File: src/hw/usbir_pkg.sv
// Purpose: shared constants for the usb initialisation register bank
// Assumes: 100 MHz core clock, byte addresses as seen on the parallel host bus
// Notes:   timing figures are kept in milliseconds and converted to cycles here
package usbir_pkg;

	// ************************************************************
	// register map
	// ************************************************************
	localparam logic [7:0] ADDR_REG_OFS = 8'h00;
	localparam logic [7:0] MODE_REG_OFS = 8'h0C;
	localparam logic [7:0] MODE_HI_OFS = 8'h0D; // upper byte on an 8-bit bus

	// ************************************************************
	// field positions
	// ************************************************************
	localparam int ADDR_EN_BIT = 7;
	localparam int STRAP_HIGH_BIT = 15;
	localparam int STRAP_MID_BIT = 14;
	localparam int STRAP_LOW_BIT = 13;
	localparam int DMA_CLK_BIT = 9;
	localparam int VBUS_BIT = 8;
	localparam int KEEP_CLK_BIT = 7;
	localparam int RESUME_BIT = 6;
	localparam int SUSPEND_BIT = 5;
	localparam int SRESET_BIT = 4;
	localparam int IRQ_GATE_BIT = 3;
	localparam int WAKE_RD_BIT = 2;
	localparam int PIN_STYLE_BIT = 1;
	localparam int PULLUP_BIT = 0;

	// ************************************************************
	// reset values and masks
	// ************************************************************
	localparam logic [7:0] ADDR_RESET = 8'h00;
	localparam logic [15:0] MODE_RESET = 16'h0000;
	localparam logic [15:0] MODE_WR_MASK = 16'h02FF; // storable mode bits
	localparam logic [15:0] MODE_BUS_RST_CLR = 16'h0274; // bits cleared by usb bus reset

	// ************************************************************
	// timing
	// ************************************************************
	localparam int CLK_PERIOD_NS = 10;
	localparam int NS_PER_MS = 1000000;
	localparam int SUSP_STOP_MS = 2;
	localparam int RESUME_DELAY_MS = 5;
	localparam int RESUME_LEN_MS = 10;
	localparam int SUSP_STOP_CYC = SUSP_STOP_MS * NS_PER_MS / CLK_PERIOD_NS;
	localparam int RESUME_DELAY_CYC = RESUME_DELAY_MS * NS_PER_MS / CLK_PERIOD_NS;
	localparam int RESUME_LEN_CYC = RESUME_LEN_MS * NS_PER_MS / CLK_PERIOD_NS;

endpackage

File: src/hw/usbir_timer.sv
// Purpose: one-shot delay followed by a hold window
// Assumes: i_start is a single-cycle pulse
// Notes:   a new start while running restarts the sequence
module usbir_timer #(
	parameter int DELAY = 16,
	parameter int HOLD = 16
) (
	// clock and reset
	input wire logic i_mclk,
	input wire logic i_reset_n,
	// control
	input wire logic i_start,
	input wire logic i_abort,
	// results
	output logic o_fire,
	output logic o_hold
);

	localparam int CW = $clog2(DELAY + HOLD + 2);

	if (DELAY < 1 || HOLD < 1) begin : g_chk
		$error("usbir_timer: DELAY and HOLD must be at least 1");
	end

	typedef enum logic [1:0] {
		ST_IDLE = 2'b00,
		ST_WAIT = 2'b01,
		ST_HOLD = 2'b10
	} usbir_tmr_t;

	usbir_tmr_t st_q, st_d;
	logic [CW-1:0] cnt_q, cnt_d;
	logic fire_d;

	// next state: count the delay, pulse, then count the hold
	always_comb begin
		st_d = st_q;
		cnt_d = cnt_q;
		fire_d = 1'b0;
		unique case (st_q)
			ST_IDLE: begin
			end
			ST_WAIT: begin
				cnt_d = cnt_q + 1'b1;
				if (cnt_q == CW'(DELAY - 1)) begin
					st_d = ST_HOLD;
					cnt_d = '0;
					fire_d = 1'b1;
				end
			end
			ST_HOLD: begin
				cnt_d = cnt_q + 1'b1;
				if (cnt_q == CW'(HOLD - 1)) begin
					st_d = ST_IDLE;
				end
			end
			default: begin
				st_d = ST_IDLE;
			end
		endcase
		if (i_start) begin
			st_d = ST_WAIT;
			cnt_d = '0;
		end
		if (i_abort) begin
			st_d = ST_IDLE;
			cnt_d = '0;
			fire_d = 1'b0;
		end
	end

	always_ff @(posedge i_mclk or negedge i_reset_n) begin
		if (!i_reset_n) begin
			st_q <= ST_IDLE;
			cnt_q <= '0;
			o_fire <= 1'b0;
		end else begin
			st_q <= st_d;
			cnt_q <= cnt_d;
			o_fire <= fire_d;
		end
	end

	assign o_hold = (st_q == ST_HOLD);

endmodule

File: src/hw/usbir_regs.sv
// Purpose: address and mode registers of a usb peripheral controller
// Assumes: host strobes are one-cycle pulses synchronous to i_mclk
// Notes:   the three command bits act on the one-to-zero write
//
// How it works
// RULE1: 8-bit bus, low byte at lower address
// RULE2: 16-bit host ignores upper byte of bytes
// RULE3: host selects endpoint before endpoint registers
// RULE4: host writes zero to reserved bits
// RULE5: address register: address field plus enable
// RULE6: address cleared by all three resets
// RULE7: enable cleared by power/soft reset only
// RULE8: no usb responses while enable clear
// RULE9: firmware writes address then zero-length packet
// RULE10: new address active after status ack
// RULE11: mode register echoes three strap pins
// RULE12: bit 9 gates dma clock, resets zero
// RULE13: bit 8 shows live vbus level
// RULE14: bit 7 keeps clocks alive in suspend
// RULE15: clock stops 2 ms after suspend command
// RULE16: resume drives 10 ms, 5 ms later
// RULE17: bit 5 one-then-zero enters suspend
// RULE18: bit 4 one-then-zero soft resets
// RULE19: bit 3 gates all interrupts globally
// RULE20: bit 2 lets register read wake
// RULE21: bit 0 connects data-line pull-up
// RULE22: commands launch on one-to-zero write
module usbir_regs #(
	parameter int SUSP_STOP_CYC = usbir_pkg::SUSP_STOP_CYC,
	parameter int RESUME_DELAY_CYC = usbir_pkg::RESUME_DELAY_CYC,
	parameter int RESUME_LEN_CYC = usbir_pkg::RESUME_LEN_CYC
) (
	// clock and reset
	input wire logic i_mclk,
	input wire logic i_reset_n,
	// parallel host bus
	input wire logic i_bus_16,
	input wire logic [7:0] i_addr,
	input wire logic i_wr,
	input wire logic i_rd,
	input wire logic [15:0] i_wdata,
	output logic [15:0] o_rdata,
	// usb side events and pins
	input wire logic i_usb_bus_reset,
	input wire logic i_status_ack,
	input wire logic i_vbus,
	input wire logic i_strap_pin_high,
	input wire logic i_strap_pin_mid,
	input wire logic i_strap_pin_low,
	// controls to the rest of the chip
	output logic o_respond_enable,
	output logic [6:0] o_assigned_usb_address,
	output logic o_dma_clock_gate,
	output logic o_keep_clocks_in_suspend,
	output logic o_global_irq_gate,
	output logic o_suspend_pin_style,
	output logic o_pullup_connect,
	output logic o_suspended,
	output logic o_clock_stop,
	output logic o_resume_signal,
	output logic o_soft_reset
);

	if (SUSP_STOP_CYC < 1 || RESUME_DELAY_CYC < 1 || RESUME_LEN_CYC < 1) begin : g_chk
		$error("usbir_regs: timing counts must be at least 1");
	end

	// ************************************************************
	// register state
	// ************************************************************
	logic [7:0] addr_q, addr_d;
	logic [15:0] mode_q, mode_d;
	logic [6:0] act_q, act_d;
	logic pend_q, pend_d;
	logic susp_q, susp_d;
	logic stop_q, stop_d;
	logic srst_q, srst_d;
	logic [15:0] rdata_q, rdata_d;
	logic susp_cmd, res_cmd, srst_cmd;
	logic stop_fire, res_fire, res_hold;

	// read value of a byte address; reserved bits read zero
	function automatic logic [15:0] read_word(input logic [7:0] a, input logic wide, input logic [7:0] adr,
		input logic [15:0] mode);
		logic [15:0] r;
		r = 16'h0000;
		if (a == usbir_pkg::ADDR_REG_OFS) begin
			r = {8'h00, adr};
		end else if (a == usbir_pkg::MODE_REG_OFS) begin
			r = wide ? mode : {8'h00, mode[7:0]};
		end else if (a == usbir_pkg::MODE_HI_OFS && !wide) begin
			r = {8'h00, mode[15:8]};
		end
		return r;
	endfunction

	// live mode view with straps and vbus
	logic [15:0] mode_view;
	always_comb begin
		mode_view = mode_q & usbir_pkg::MODE_WR_MASK;
		// RULE11: strap echo
		mode_view[usbir_pkg::STRAP_HIGH_BIT] = i_strap_pin_high;
		mode_view[usbir_pkg::STRAP_MID_BIT] = i_strap_pin_mid;
		mode_view[usbir_pkg::STRAP_LOW_BIT] = i_strap_pin_low;
		// RULE13: live vbus level
		mode_view[usbir_pkg::VBUS_BIT] = i_vbus;
	end

	// ************************************************************
	// next-state logic
	// ************************************************************
	always_comb begin
		addr_d = addr_q;
		mode_d = mode_q;
		act_d = act_q;
		pend_d = pend_q;
		susp_d = susp_q;
		stop_d = stop_q;
		srst_d = 1'b0;
		rdata_d = rdata_q;
		// RULE5: address register write
		if (i_wr && i_addr == usbir_pkg::ADDR_REG_OFS) begin
			addr_d = i_wdata[7:0];
			pend_d = 1'b1;
		end
		// RULE1: byte lanes follow the bus width
		if (i_wr && i_addr == usbir_pkg::MODE_REG_OFS) begin
			if (i_bus_16) begin
				mode_d = i_wdata & usbir_pkg::MODE_WR_MASK;
			end else begin
				mode_d[7:0] = i_wdata[7:0];
			end
		end
		if (i_wr && !i_bus_16 && i_addr == usbir_pkg::MODE_HI_OFS) begin
			mode_d[15:8] = i_wdata[7:0] & usbir_pkg::MODE_WR_MASK[15:8];
		end
		// RULE22: act on one-to-zero of a command bit
		susp_cmd = mode_q[usbir_pkg::SUSPEND_BIT] & ~mode_d[usbir_pkg::SUSPEND_BIT];
		res_cmd = mode_q[usbir_pkg::RESUME_BIT] & ~mode_d[usbir_pkg::RESUME_BIT];
		srst_cmd = mode_q[usbir_pkg::SRESET_BIT] & ~mode_d[usbir_pkg::SRESET_BIT];
		// RULE10: take the new address on status ack
		if (i_status_ack && pend_q) begin
			act_d = addr_q[6:0];
			pend_d = 1'b0;
		end
		// RULE14: clock stops only when not kept alive
		if (stop_fire && susp_q && !mode_q[usbir_pkg::KEEP_CLK_BIT]) begin
			stop_d = 1'b1;
		end
		// RULE20: with bit 2 set, any register read strobe wakes the chip
		if (i_rd && susp_q && mode_q[usbir_pkg::WAKE_RD_BIT]) begin
			susp_d = 1'b0;
			stop_d = 1'b0;
		end
		// remote wake leaves suspend when signalling starts
		if (res_fire) begin
			susp_d = 1'b0;
			stop_d = 1'b0;
		end
		// RULE17: enter suspend
		// placed after the resume clear so a same-cycle command still wins
		if (susp_cmd) begin
			susp_d = 1'b1;
		end
		if (i_rd) begin
			rdata_d = read_word(i_addr, i_bus_16, addr_q, mode_view);
		end
		// RULE6: bus reset clears address; RULE7: enable kept
		if (i_usb_bus_reset) begin
			addr_d[6:0] = 7'h00;
			act_d = 7'h00;
			pend_d = 1'b0;
			mode_d = mode_d & ~usbir_pkg::MODE_BUS_RST_CLR;
		end
		// RULE18: soft reset one cycle after the command
		srst_d = srst_cmd;
		if (srst_q) begin
			addr_d = usbir_pkg::ADDR_RESET;
			mode_d = usbir_pkg::MODE_RESET;
			act_d = 7'h00;
			pend_d = 1'b0;
			susp_d = 1'b0;
			stop_d = 1'b0;
			srst_d = 1'b0;
		end
	end

	always_ff @(posedge i_mclk or negedge i_reset_n) begin
		if (!i_reset_n) begin
			addr_q <= usbir_pkg::ADDR_RESET;
			mode_q <= usbir_pkg::MODE_RESET;
			act_q <= 7'h00;
			pend_q <= 1'b0;
			susp_q <= 1'b0;
			stop_q <= 1'b0;
			srst_q <= 1'b0;
			rdata_q <= 16'h0000;
		end else begin
			addr_q <= addr_d;
			mode_q <= mode_d;
			act_q <= act_d;
			pend_q <= pend_d;
			susp_q <= susp_d;
			stop_q <= stop_d;
			srst_q <= srst_d;
			rdata_q <= rdata_d;
		end
	end

	// ************************************************************
	// timers
	// ************************************************************
	// RULE15: clock-stop delay after suspend command
	usbir_timer #(.DELAY(SUSP_STOP_CYC), .HOLD(1)) u_stop (
		.i_mclk(i_mclk),
		.i_reset_n(i_reset_n),
		.i_start(susp_cmd),
		.i_abort(srst_q),
		.o_fire(stop_fire),
		.o_hold()
	);

	// RULE16: resume gap then resume window
	usbir_timer #(.DELAY(RESUME_DELAY_CYC), .HOLD(RESUME_LEN_CYC)) u_res (
		.i_mclk(i_mclk),
		.i_reset_n(i_reset_n),
		.i_start(res_cmd),
		.i_abort(srst_q),
		.o_fire(res_fire),
		.o_hold(res_hold)
	);

	// ************************************************************
	// outputs
	// ************************************************************
	assign o_rdata = rdata_q;
	// RULE8: no usb response unless enabled
	assign o_respond_enable = addr_q[usbir_pkg::ADDR_EN_BIT];
	assign o_assigned_usb_address = act_q;
	// RULE12: dma clock gate
	assign o_dma_clock_gate = mode_q[usbir_pkg::DMA_CLK_BIT];
	assign o_keep_clocks_in_suspend = mode_q[usbir_pkg::KEEP_CLK_BIT];
	// RULE19: global interrupt gate
	assign o_global_irq_gate = mode_q[usbir_pkg::IRQ_GATE_BIT];
	assign o_suspend_pin_style = mode_q[usbir_pkg::PIN_STYLE_BIT];
	// RULE21: pull-up connect
	assign o_pullup_connect = mode_q[usbir_pkg::PULLUP_BIT];
	assign o_suspended = susp_q;
	assign o_clock_stop = stop_q;
	assign o_resume_signal = res_hold;
	assign o_soft_reset = srst_q;
endmodule

File: config.mk
export PLATFORM = sky130hd
export DESIGN_NAME = usbir_regs
export DESIGN_NICKNAME = d
export VERILOG_FILES = /design/src/hw/usbir_pkg.sv /design/src/hw/usbir_timer.sv /design/src/hw/usbir_regs.sv
export SDC_FILE = /design/constraint.sdc
export NUM_CORES = 1
export LEC_CHECK = 0
export BUFFER_PORTS_ARGS = -buffer_cell sky130_fd_sc_hd__buf_2
export CAP_MARGIN = 20
export CORE_MARGIN = 4
export CORE_UTILIZATION = 55
export CTS_CLUSTER_DIAMETER = 30
export DETAILED_ROUTE_END_ITERATION = 12
export PLACE_DENSITY = 0.78
export SLEW_MARGIN = 15
export SYNTH_ARGS = -nofsm -noshare
export SYNTH_HDL_FRONTEND = slang
export SYNTH_SLANG_ARGS = --single-unit
File: constraint.sdc
create_clock -name i_mclk -period 6 [get_ports i_mclk]
set_input_delay 0.6 -clock i_mclk [delete_from_list [all_inputs] [get_ports i_mclk]]
set_output_delay 0.6 -clock i_mclk [all_outputs]
set_load 0.05 [all_outputs]
==> Word-level counts from Yosys, hierarchy flattened <==
Index checks and enable logic that the tools add are counted.
{ "word_totals": {"word_cells": 122, "reg_bits": 96, "output_inout_bits": 33, "input_bits": 35} }
{ "classes": {"n_reduce_logical": 30, "mux": 52, "bitwise": 6, "eq_ne": 15, "n_addsub": 2} }
{ "op_table": {"columns": ["op", "n"], "rows": [
  ["$mux 16", 5],
  ["$mux 21", 3],
  ["$mux 18", 3],
  ["$pmux 21 s2", 1],
  ["$mux 8", 5],
  ["$pmux 18 s2", 1],
  ["$mux 7", 4],
  ["$reduce_bool 4->1", 7],
  ["$add 21x1->21 const B", 1],
  ["$eq 21x19->1 const B", 1],
  ["$eq 21x20->1 const B", 1],
  ["$mux 1", 19],
  ["$add 18x1->18 const B", 1],
  ["$eq 18x18->1 const B", 1],
  ["$logic_not 18->1", 1],
  ["$eq 8x4->1 const B", 2],
  ["$mux 2", 8],
  ["$pmux 2 s3", 2],
  ["$logic_and 1x1->1", 10],
  ["$mux 10", 1],
  ["$reduce_bool 3->1", 3],
  ["$logic_not 8->1", 1],
  ["$ne 4x3->1 const B", 2],
  ["$ne 3x3->1 const B", 2],
  ["11 further kinds", 20]
]} }

==> Longest topological paths before layout <==
Gate-level depths: netlist (run 1).
{ "logic_depth": {"word_depth": 7, "ltp_mapped": 7, "depth_no_buf": 7} }

==> Cells and area by module <==
Synthesis (run 1) repeated with hierarchy kept, for this count alone.
{ "unflattened": {"hier_cells": 513, "hier_area_um2": 4784.6} }
{ "by_module_without_submodules": {"columns": ["module", "n_inst", "seq_area_each_um2", "cells_each", "area_each_um2"], "rows": [
  ["usbir_regs", 1, 1026.0, 209, 2049.5],
  ["usbir_timer (u_res)", 1, 600.6, 159, 1430.1],
  ["usbir_timer (u_stop)", 1, 525.5, 145, 1305.0]
]} }

==> Worst setup path after synthesis (run 1) <==
No wires, ideal clock.
{ "synth_timing": {"path_kind": "input to register", "startpoint": "in i_addr[0]", "endpoint": "reg u_stop.cnt_q[11]", "cell_stages": 7, "n_path_buf": 2, "arrival_ns": 2.232, "required_ns": 5.876, "setup_time_ns": 0.124, "slack_ns": 3.644, "path_cell_list": "or4_1 -> buf_4 -> o31a_1 -> o21ai_1 -> buf_2 -> a21oi_1 -> a211o_1"} }
{ "synth_via": {"elab_chain_len": 7, "word_cells_on_any_way": 8, "cone_classes": "eq/ne (1); mux (3); bitwise (2); reduce/logical (2)"} }
{ "synth_lines": {"columns": ["element", "line", "text"], "rows": [
  ["from (decl)", "usbir_regs.sv:38", "input wire logic [7:0] i_addr,"],
  ["$eq 8x4->1 (*)", "usbir_regs.sv:127", "if (i_wr && i_addr == usbir_pkg::MODE_REG_OFS) begin"],
  ["$logic_and 1x1->1 (*)", "usbir_regs.sv:127", null],
  ["$mux 16 (*)", "usbir_regs.sv:127", null],
  ["$not 1->1 (*)", "usbir_regs.sv:138", "susp_cmd = mode_q[usbir_pkg::SUSPEND_BIT] & ~mode_d[usbir_pkg::SUSPEND_BIT];"],
  ["$and 1x1->1 (*)", "usbir_regs.sv:138", null],
  ["$mux 18", "usbir_timer.sv:61", "if (i_start) begin"],
  ["$mux 18", "usbir_timer.sv:65", "if (i_abort) begin"],
  ["to (signal assigned)", "usbir_timer.sv:79", "cnt_q <= cnt_d;"],
  ["to (decl)", "usbir_timer.sv:32", "logic [CW-1:0] cnt_q, cnt_d;"]
]} }
Mark *: on every way between the ends. The rest lies on a longest branch, timed or not. The select of a mux whose other input is x is not followed.
A chain may end at the register's enable or synchronous reset.

==> Final worst setup path (run 1) <==
{ "layout_timing": {"startpoint": "in i_addr[0]", "endpoint": "reg u_res.cnt_q[16]"} }
{ "layout_via": {"elab_chain_len": 7, "word_cells_on_any_way": 8, "cone_classes": "eq/ne (1); mux (3); bitwise (2); reduce/logical (2)"} }
{ "layout_lines": {"columns": ["element", "line", "text"], "rows": [
  ["$eq 8x4->1 (*)", "usbir_regs.sv:127", null],
  ["$logic_and 1x1->1 (*)", "usbir_regs.sv:127", null],
  ["$mux 16 (*)", "usbir_regs.sv:127", null],
  ["$not 1->1 (*)", "usbir_regs.sv:139", "res_cmd = mode_q[usbir_pkg::RESUME_BIT] & ~mode_d[usbir_pkg::RESUME_BIT];"],
  ["$and 1x1->1 (*)", "usbir_regs.sv:139", null],
  ["$mux 21", "usbir_timer.sv:61", null],
  ["$mux 21", "usbir_timer.sv:65", null],
  ["to (signal assigned)", "usbir_timer.sv:79", null],
  ["to (decl)", "usbir_timer.sv:32", null]
]} }
Marks and branches as above.

==> impl_metrics.yaml, run 1 <==
run_status:
  status: "complete, no violations"
pwr:
  p_leak_nw: 2.19
  intPower_uw: 875
  ir_drop_mv: 0.127
  p_seq_frac: 0.520
  switchingPower_uw: 438
  powerDensity_mw_per_mm2: 259
  clock_power_share: 0.298
  swShare: 0.334
  combPwrFrac: 0.182
routing:
  first_pass_iters: 5
  drt-total-wl_um: 10600
  via_count: 3995
  vias_per_cell: 6.17
  wl_per_cell_um: 16.4
  drc: 0
  drt_iter0_markers: 274
  antenna_left: 0
sta:
  worst_slew_pin_slew_ps: 1080
  finalCritPeriodShare: 0.445
  fin_ws_ps: 3330
  slew_headroom: 0.270
  fin_crit_ps: 2670
  setup_viol_count_final: 0
  hold_viol_final: 0
  setup-tns-final_ps: 0
  fmax_mhz: 375
  slew_viol_final: 0
  rsz0062_at_grt: "false"
  fin_worst_skew_ps: 16.1
  hold_slack_ps: 269
synth:
  synth-edff-count: 0
  synth-xor-area-share: 0.0327
  synth_async_sr_flop_share: 1.00
  synth_flop_cell: "dfrtp_1"
  synth_area_mm2: 0.00456
  synth-simple-area-share: 0.242
  synth_cells: 493
  synth-adder-area-share: 0.0247
  synth_compound_area_frac: 0.159
  synth_top_family_by_area: "simple AND/OR/NAND/NOR gates"
  synth.area.mux_share: 0.0266
  ys_seq_area_frac: 0.472
  ys_ff_latch: 86
  syn_avg_cell_area_um2: 9.24
  yosysUniqueCellTypes: 58
  yosys_warnings: 0
cts:
  clk_path_buf_depth: 2
  clkLatencyLatePin_ps: 360
  clkTransAtPathRegs_ps: 100
  cts_made_buffers: 9
  hold_buffers: 0
  clock_sinks: 86
  cts_tree: "yes"
  cts_resized: 0
  post_cts_buffers: 0
  htree_levels: 3
  cts_root_buf: "clkbuf_8"
final_layout:
  fillCellCount: 658
  multi_input_area_mm2: 0.00223
  ff_latch_area_mm2: 0.00215
  final_cells: 648
  num-nets-final: 585
  n_antenna_cell: 0
  most-common-layout-cells: "86 x dfrtp_1, 56 x buf_2, 53 x nor2_1"
  area_growth_pct: 11.5
  layout-drive-gt1-share: 0.161
  final_common_cell: "dfrtp_1"
  finish.instance_area_mm2: 0.00508
setup_path:
  reg2reg_depth: 6
  r2r_slack_ps: 3450
  cp_data_required_time_ps: 6240
  cp_num_buf_inv: 1
  cp_top_family: "simple AND/OR/NAND/NOR gates"
  endpoint_kind: "flip-flop"
  cpPeakStageDelay_ps: 720
  crit_chain: "buf_2, or4_1, o31ai_4, a21oi_1, and3_1, or3_1"
  path_max_fanout: 15
  crit_path_start_kind: "input port"
  worstSetupPathType: "input port to flip-flop"
  critical_path_depth: 6
  arrival_ps: 2910
  critPathSlowestCell: "or4_1"
run:
  maxCapViolations: 0
floorplan:
  die_h_um: 99.0
  die_x_um: 99.0
  die_area_mm2: 0.00980
  initial_utilization: 0.578
  core_mm2: 0.00789
  fp-row-count: 32
  num_io_pins: 68
placed_design:
  dp_slack_ps: 2950
  gp_congestion: 0.926
  portBuffers: 57
  dp_cells: 631
  hpwlAfterDp_um: 7460
  post_dp_cell_area_mm2: 0.00488
global_route:
  overflow: 0
  grt_pass1_vias: 3789
  antenna_found_initial: 0
  grt_max_degree: 87
  grt_pass1_wl_um: 17700
  track_usage: 0.219
min_path:
  hold_class: "input port to asynchronous set/reset pin"
[cell type report]
class                   count  share of cell area
clock buffers              10              0.0271
clock inverters             6              0.0101
inverters                  21              0.0155
multi-input cells         364               0.438
flip-flops and latches     86               0.424
well taps                 102              0.0251
repair buffers             59              0.0599
[power groups by stage]
stage	clock network, mW	logic [mW]	registers [mW]
final	0.391	0.239	0.682
after global routing	0.426	0.270	0.688
after global placement	0	0.229	0.688
after floorplan	0	0.158	0.697
after detailed placement	0	0.240	0.690
after CTS	0.398	0.241	0.680
[per-stage QoR]
step	power (mW)	util
2_1_floorplan	0.855	-
3_3_place_gp	0.916	0.619
3_5_place_dp	0.930	0.619
4_1_cts	1.32	0.643
5_1_grt	1.38	0.644
6_report	1.31	0.644
[cells in the mapped netlist (3+ instances only)]
cell type	number	share of area
o211ai_1	5	0.0082
ha_1	9	0.025
a311oi_1	3	0.0058
nor2_1	53	0.044
buf_2	5	0.0055
clkbuf_1	15	0.012
nand4_1	11	0.015
o2111ai_1	5	0.0096
xnor2_1	3	0.0058
o31ai_1	3	0.0049
inv_1	21	0.017
xor2_1	14	0.027
dfrtp_1	86	0.47
or3_1	7	0.0096
nor4_1	9	0.012
nor3_1	6	0.0066
a222oi_1	5	0.011
o22ai_1	6	0.0082
and3_1	9	0.012
and4_1	5	0.0096
and2_1	4	0.0055
o21a_1	3	0.0049
nand2_1	51	0.042
a21oi_1	43	0.047
o21ai_0	11	0.012
or4_1	6	0.0099
nand2b_1	4	0.0055
a22oi_1	4	0.0066
a31oi_1	4	0.0055
mux2i_1	11	0.024
o21ai_1	3	0.0033
nand3_1	31	0.034
buf_4	4	0.0066
nor3b_1	3	0.0049
[layer usage]
| metal | wire length [um] | track usage | up-vias |
|---|---|---|---|
| li1 | - | - | 1892 |
| met1 | 4560 | 0.284 | 1935 |
| met2 | 5200 | 0.361 | 153 |
| met3 | 669 | 0.0524 | 15 |
| met4 | 170 | 0.0756 | 0 |
| met5 | 0 | 0 | - |
[registers in the layout, indices dropped and copies added (netlist names)]
signal,cells
o_assigned_usb_address,7
o_soft_reset,1
u_stop.st_q,2
o_suspended,1
u_res.o_fire,1
u_res.st_q,2
pend_q,1
o_rdata,13
u_stop.o_fire,1
addr_q,8
o_clock_stop,1
u_stop.cnt_q,18
u_res.cnt_q,21
mode_q,9
[kinds of logic (layout without fill, tap and decap cells)]
logic type,after synthesis,count (layout)
fa+ha+maj,9,9
flops,86,86
other cells,1,3
xor+xnor,17,17
buf+inv,45,96
simple gates,215,215
mux,12,12
compound gates,108,108
[final timing paths]
path	from	to
max reg2reg	u_stop.cnt_q[0]$_DFFE_PN0P_	u_stop.cnt_q[11]$_DFFE_PN0P_
min in group i_mclk	i_wdata[4]	o_soft_reset$_DFF_PN0_
min	i_reset_n	o_rdata[15]$_DFFE_PN0P_
max	i_addr[0]	u_res.cnt_q[16]$_DFFE_PN0P_
max in group asynchronous	i_reset_n	u_stop.cnt_q[9]$_DFFE_PN0P_
min reg2reg	o_clock_stop$_DFFE_PN0P_	o_clock_stop$_DFFE_PN0P_
Power figures use the tool's default switching activity.
==> run 2: changes to the inputs <==
clock period = 2.6 ns   (was 6 ns; I/O delays follow)
==> impl_metrics.yaml, run 2 (synthesis results as in run 1) <==
cts:
  cts_resized: 0
  cts_tree: "yes"
  post_cts_buffers: 0
  clk_path_buf_depth: 2
  clock_sinks: 86
  clkTransAtPathRegs_ps: 90
  htree_levels: 3
  cts_made_buffers: 9
  clkLatencyLatePin_ps: 360
  cts_root_buf: "clkbuf_8"
min_path:
  hold_path_depth: 2
  holdCritStartpoint: "i_wdata[4]"
  hold_end: "o_soft_reset$_DFF_PN0_"
  hold_class: "input port to flip-flop"
final_layout:
  ff_latch_area_mm2: 0.00215
  most-common-layout-cells: "86 x dfrtp_1, 56 x buf_2, 53 x nor2_1"
  final_common_cell: "dfrtp_1"
  num-nets-final: 601
  fillCellCount: 654
  final_cells: 664
  finish.instance_area_mm2: 0.00522
  area_growth_pct: 14.6
  n_antenna_cell: 0
  layout-drive-gt1-share: 0.183
  largest_reg_flops: 21
  multi_input_area_mm2: 0.00223
  regMostFlops: "u_res.cnt_q"
sta:
  hold_viol_final: 0
  slew_viol_final: 0
  finalCritPeriodShare: 0.887
  setup-tns-final_ps: 0
  fmax_mhz: 433
  rsz0062_at_grt: "false"
  fin_crit_ps: 2310
  fin_worst_skew_ps: 10.5
  worst_slew_pin_slew_ps: 638
  slew_headroom: 0.571
  setup_viol_count_final: 0
setup_path:
  crit_path_start_kind: "flip-flop"
  path_max_fanout: 7
  reg2reg_depth: 6
  r2r_slack_ps: 290
  crit-reg2reg-launch: "u_stop.cnt_q[0]$_DFFE_PN0P_"
  crit_chain: "ha_1, nand4_1, or4_1, or3_1, a31oi_1, a311oi_1"
  worstSetupPathType: "flip-flop to flip-flop"
  cpPeakStageDelay_ps: 620
  endpoint_kind: "flip-flop"
  cp_data_required_time_ps: 2830
  r2r-end: "u_stop.cnt_q[6]$_DFFE_PN0P_"
  arrival_ps: 2540
  critPathSlowestCell: "or4_1"
global_route:
  antenna_found_initial: 0
  grt_max_degree: 46
  overflow: 0
  track_usage: 0.230
  grt_pass1_vias: 3965
  grt_pass1_wl_um: 18600
floorplan:
  die_area_mm2: 0.00980
  die_x_um: 99.0
  num_io_pins: 68
  initial_utilization: 0.578
  fp-row-count: 32
  core_mm2: 0.00789
  die_h_um: 99.0
routing:
  first_pass_iters: 7
  drt-total-wl_um: 11000
  wl_per_cell_um: 16.5
  antenna_left: 0
  drc: 0
  vias_per_cell: 6.14
  via_count: 4079
  drt_iter0_markers: 239
pwr:
  p_leak_nw: 2.28
  powerDensity_mw_per_mm2: 602
  ir_drop_mv: 0.301
  finalPower_mw: 3.14
run:
  maxCapViolations: 0
placed_design:
  gp_congestion: 0.942
  dp_cells: 647
  portBuffers: 57
  post_dp_cell_area_mm2: 0.00500
  hpwlAfterDp_um: 7960
run_status:
  status: "complete, no violations"
==> run 2: cell types whose count changed in the layout (fill, tap and decap cells not counted) <==
| cell | previous run | this run |
|---|---|---|
| buf_4 | 1 | 18 |
| bufinv_16 | 0 | 1 |
| clkinv_4 | 2 | 0 |
| buf_6 | 1 | 0 |
| dlygate4sd3_1 | 0 | 1 |
| inv_6 | 3 | 4 |
| clkbuf_2 | 1 | 0 |
==> run 2: worst max-delay path by stage <==
| stage | startpoint | endpoint | slack, ps | cells after the start |
|---|---|---|---|---|
| floorplan | u_stop.cnt_q[0]$_DFFE_PN0P_ | u_stop.cnt_q[6]$_DFFE_PN0P_ | 530 | 7 |
| global placement | i_addr[0] | u_res.cnt_q[16]$_DFFE_PN0P_ | 260 | 6 |
| detailed placement | i_addr[0] | u_res.cnt_q[15]$_DFFE_PN0P_ | 220 | 6 |
| CTS | u_stop.cnt_q[0]$_DFFE_PN0P_ | u_stop.cnt_q[6]$_DFFE_PN0P_ | 300 | 6 |
| global route | u_stop.cnt_q[1]$_DFFE_PN0P_ | u_stop.cnt_q[6]$_DFFE_PN0P_ | 100 | 6 |
| finish | u_stop.cnt_q[0]$_DFFE_PN0P_ | u_stop.cnt_q[6]$_DFFE_PN0P_ | 290 | 6 |
==> run 2: per-layer routing <==
metal,part of all wire,GRT usage,up-vias
li1,-,-,1922
met1,0.41,0.294,1941
met2,0.49,0.389,186
met3,0.080,0.0389,30
met4,0.023,0.0872,0
met5,0,0,-
==> run 2: final cells by class <==
type,instances,area share
well taps,102,0.0244
clock buffers,10,0.0264
flip-flops and latches,86,0.412
multi-input cells,364,0.426
repair buffers,75,0.0815
inverters,21,0.0151
clock inverters,6,0.0139
==> run 2: critical path: cells and delay by family, from the launching register on <==
kind            cells  cell delay [ps]
simple gates        3             1290
compound gates      2              280
flops               1              400
fa+ha+maj           1              210
==> run 2: per-stage QoR <==
stage               setup WS [ps]  utilization  hold slack (ps)
global route                  101        0.662             98.2
finish                        293        0.662              106
floorplan                     532            -            -35.6
CTS                           302        0.662              101
global placement              264        0.634              290
detailed placement            222        0.634              297
==> run 2: report_power, final <==
| part | switching [mW] | internal (mW) | leakage [nW] | total (mW) |
|---|---|---|---|---|
| logic | 0.369 | 0.195 | 1.02 | 0.564 |
| clock network | 0.524 | 0.485 | 0.104 | 1.01 |
| registers | 0.126 | 1.45 | 1.16 | 1.57 |
==> run 2: what timing repair did <==
action	CTS	global route
hold buffers	1	0
endpoints found under the hold margin	43	0
endpoints found under the setup margin	0	0
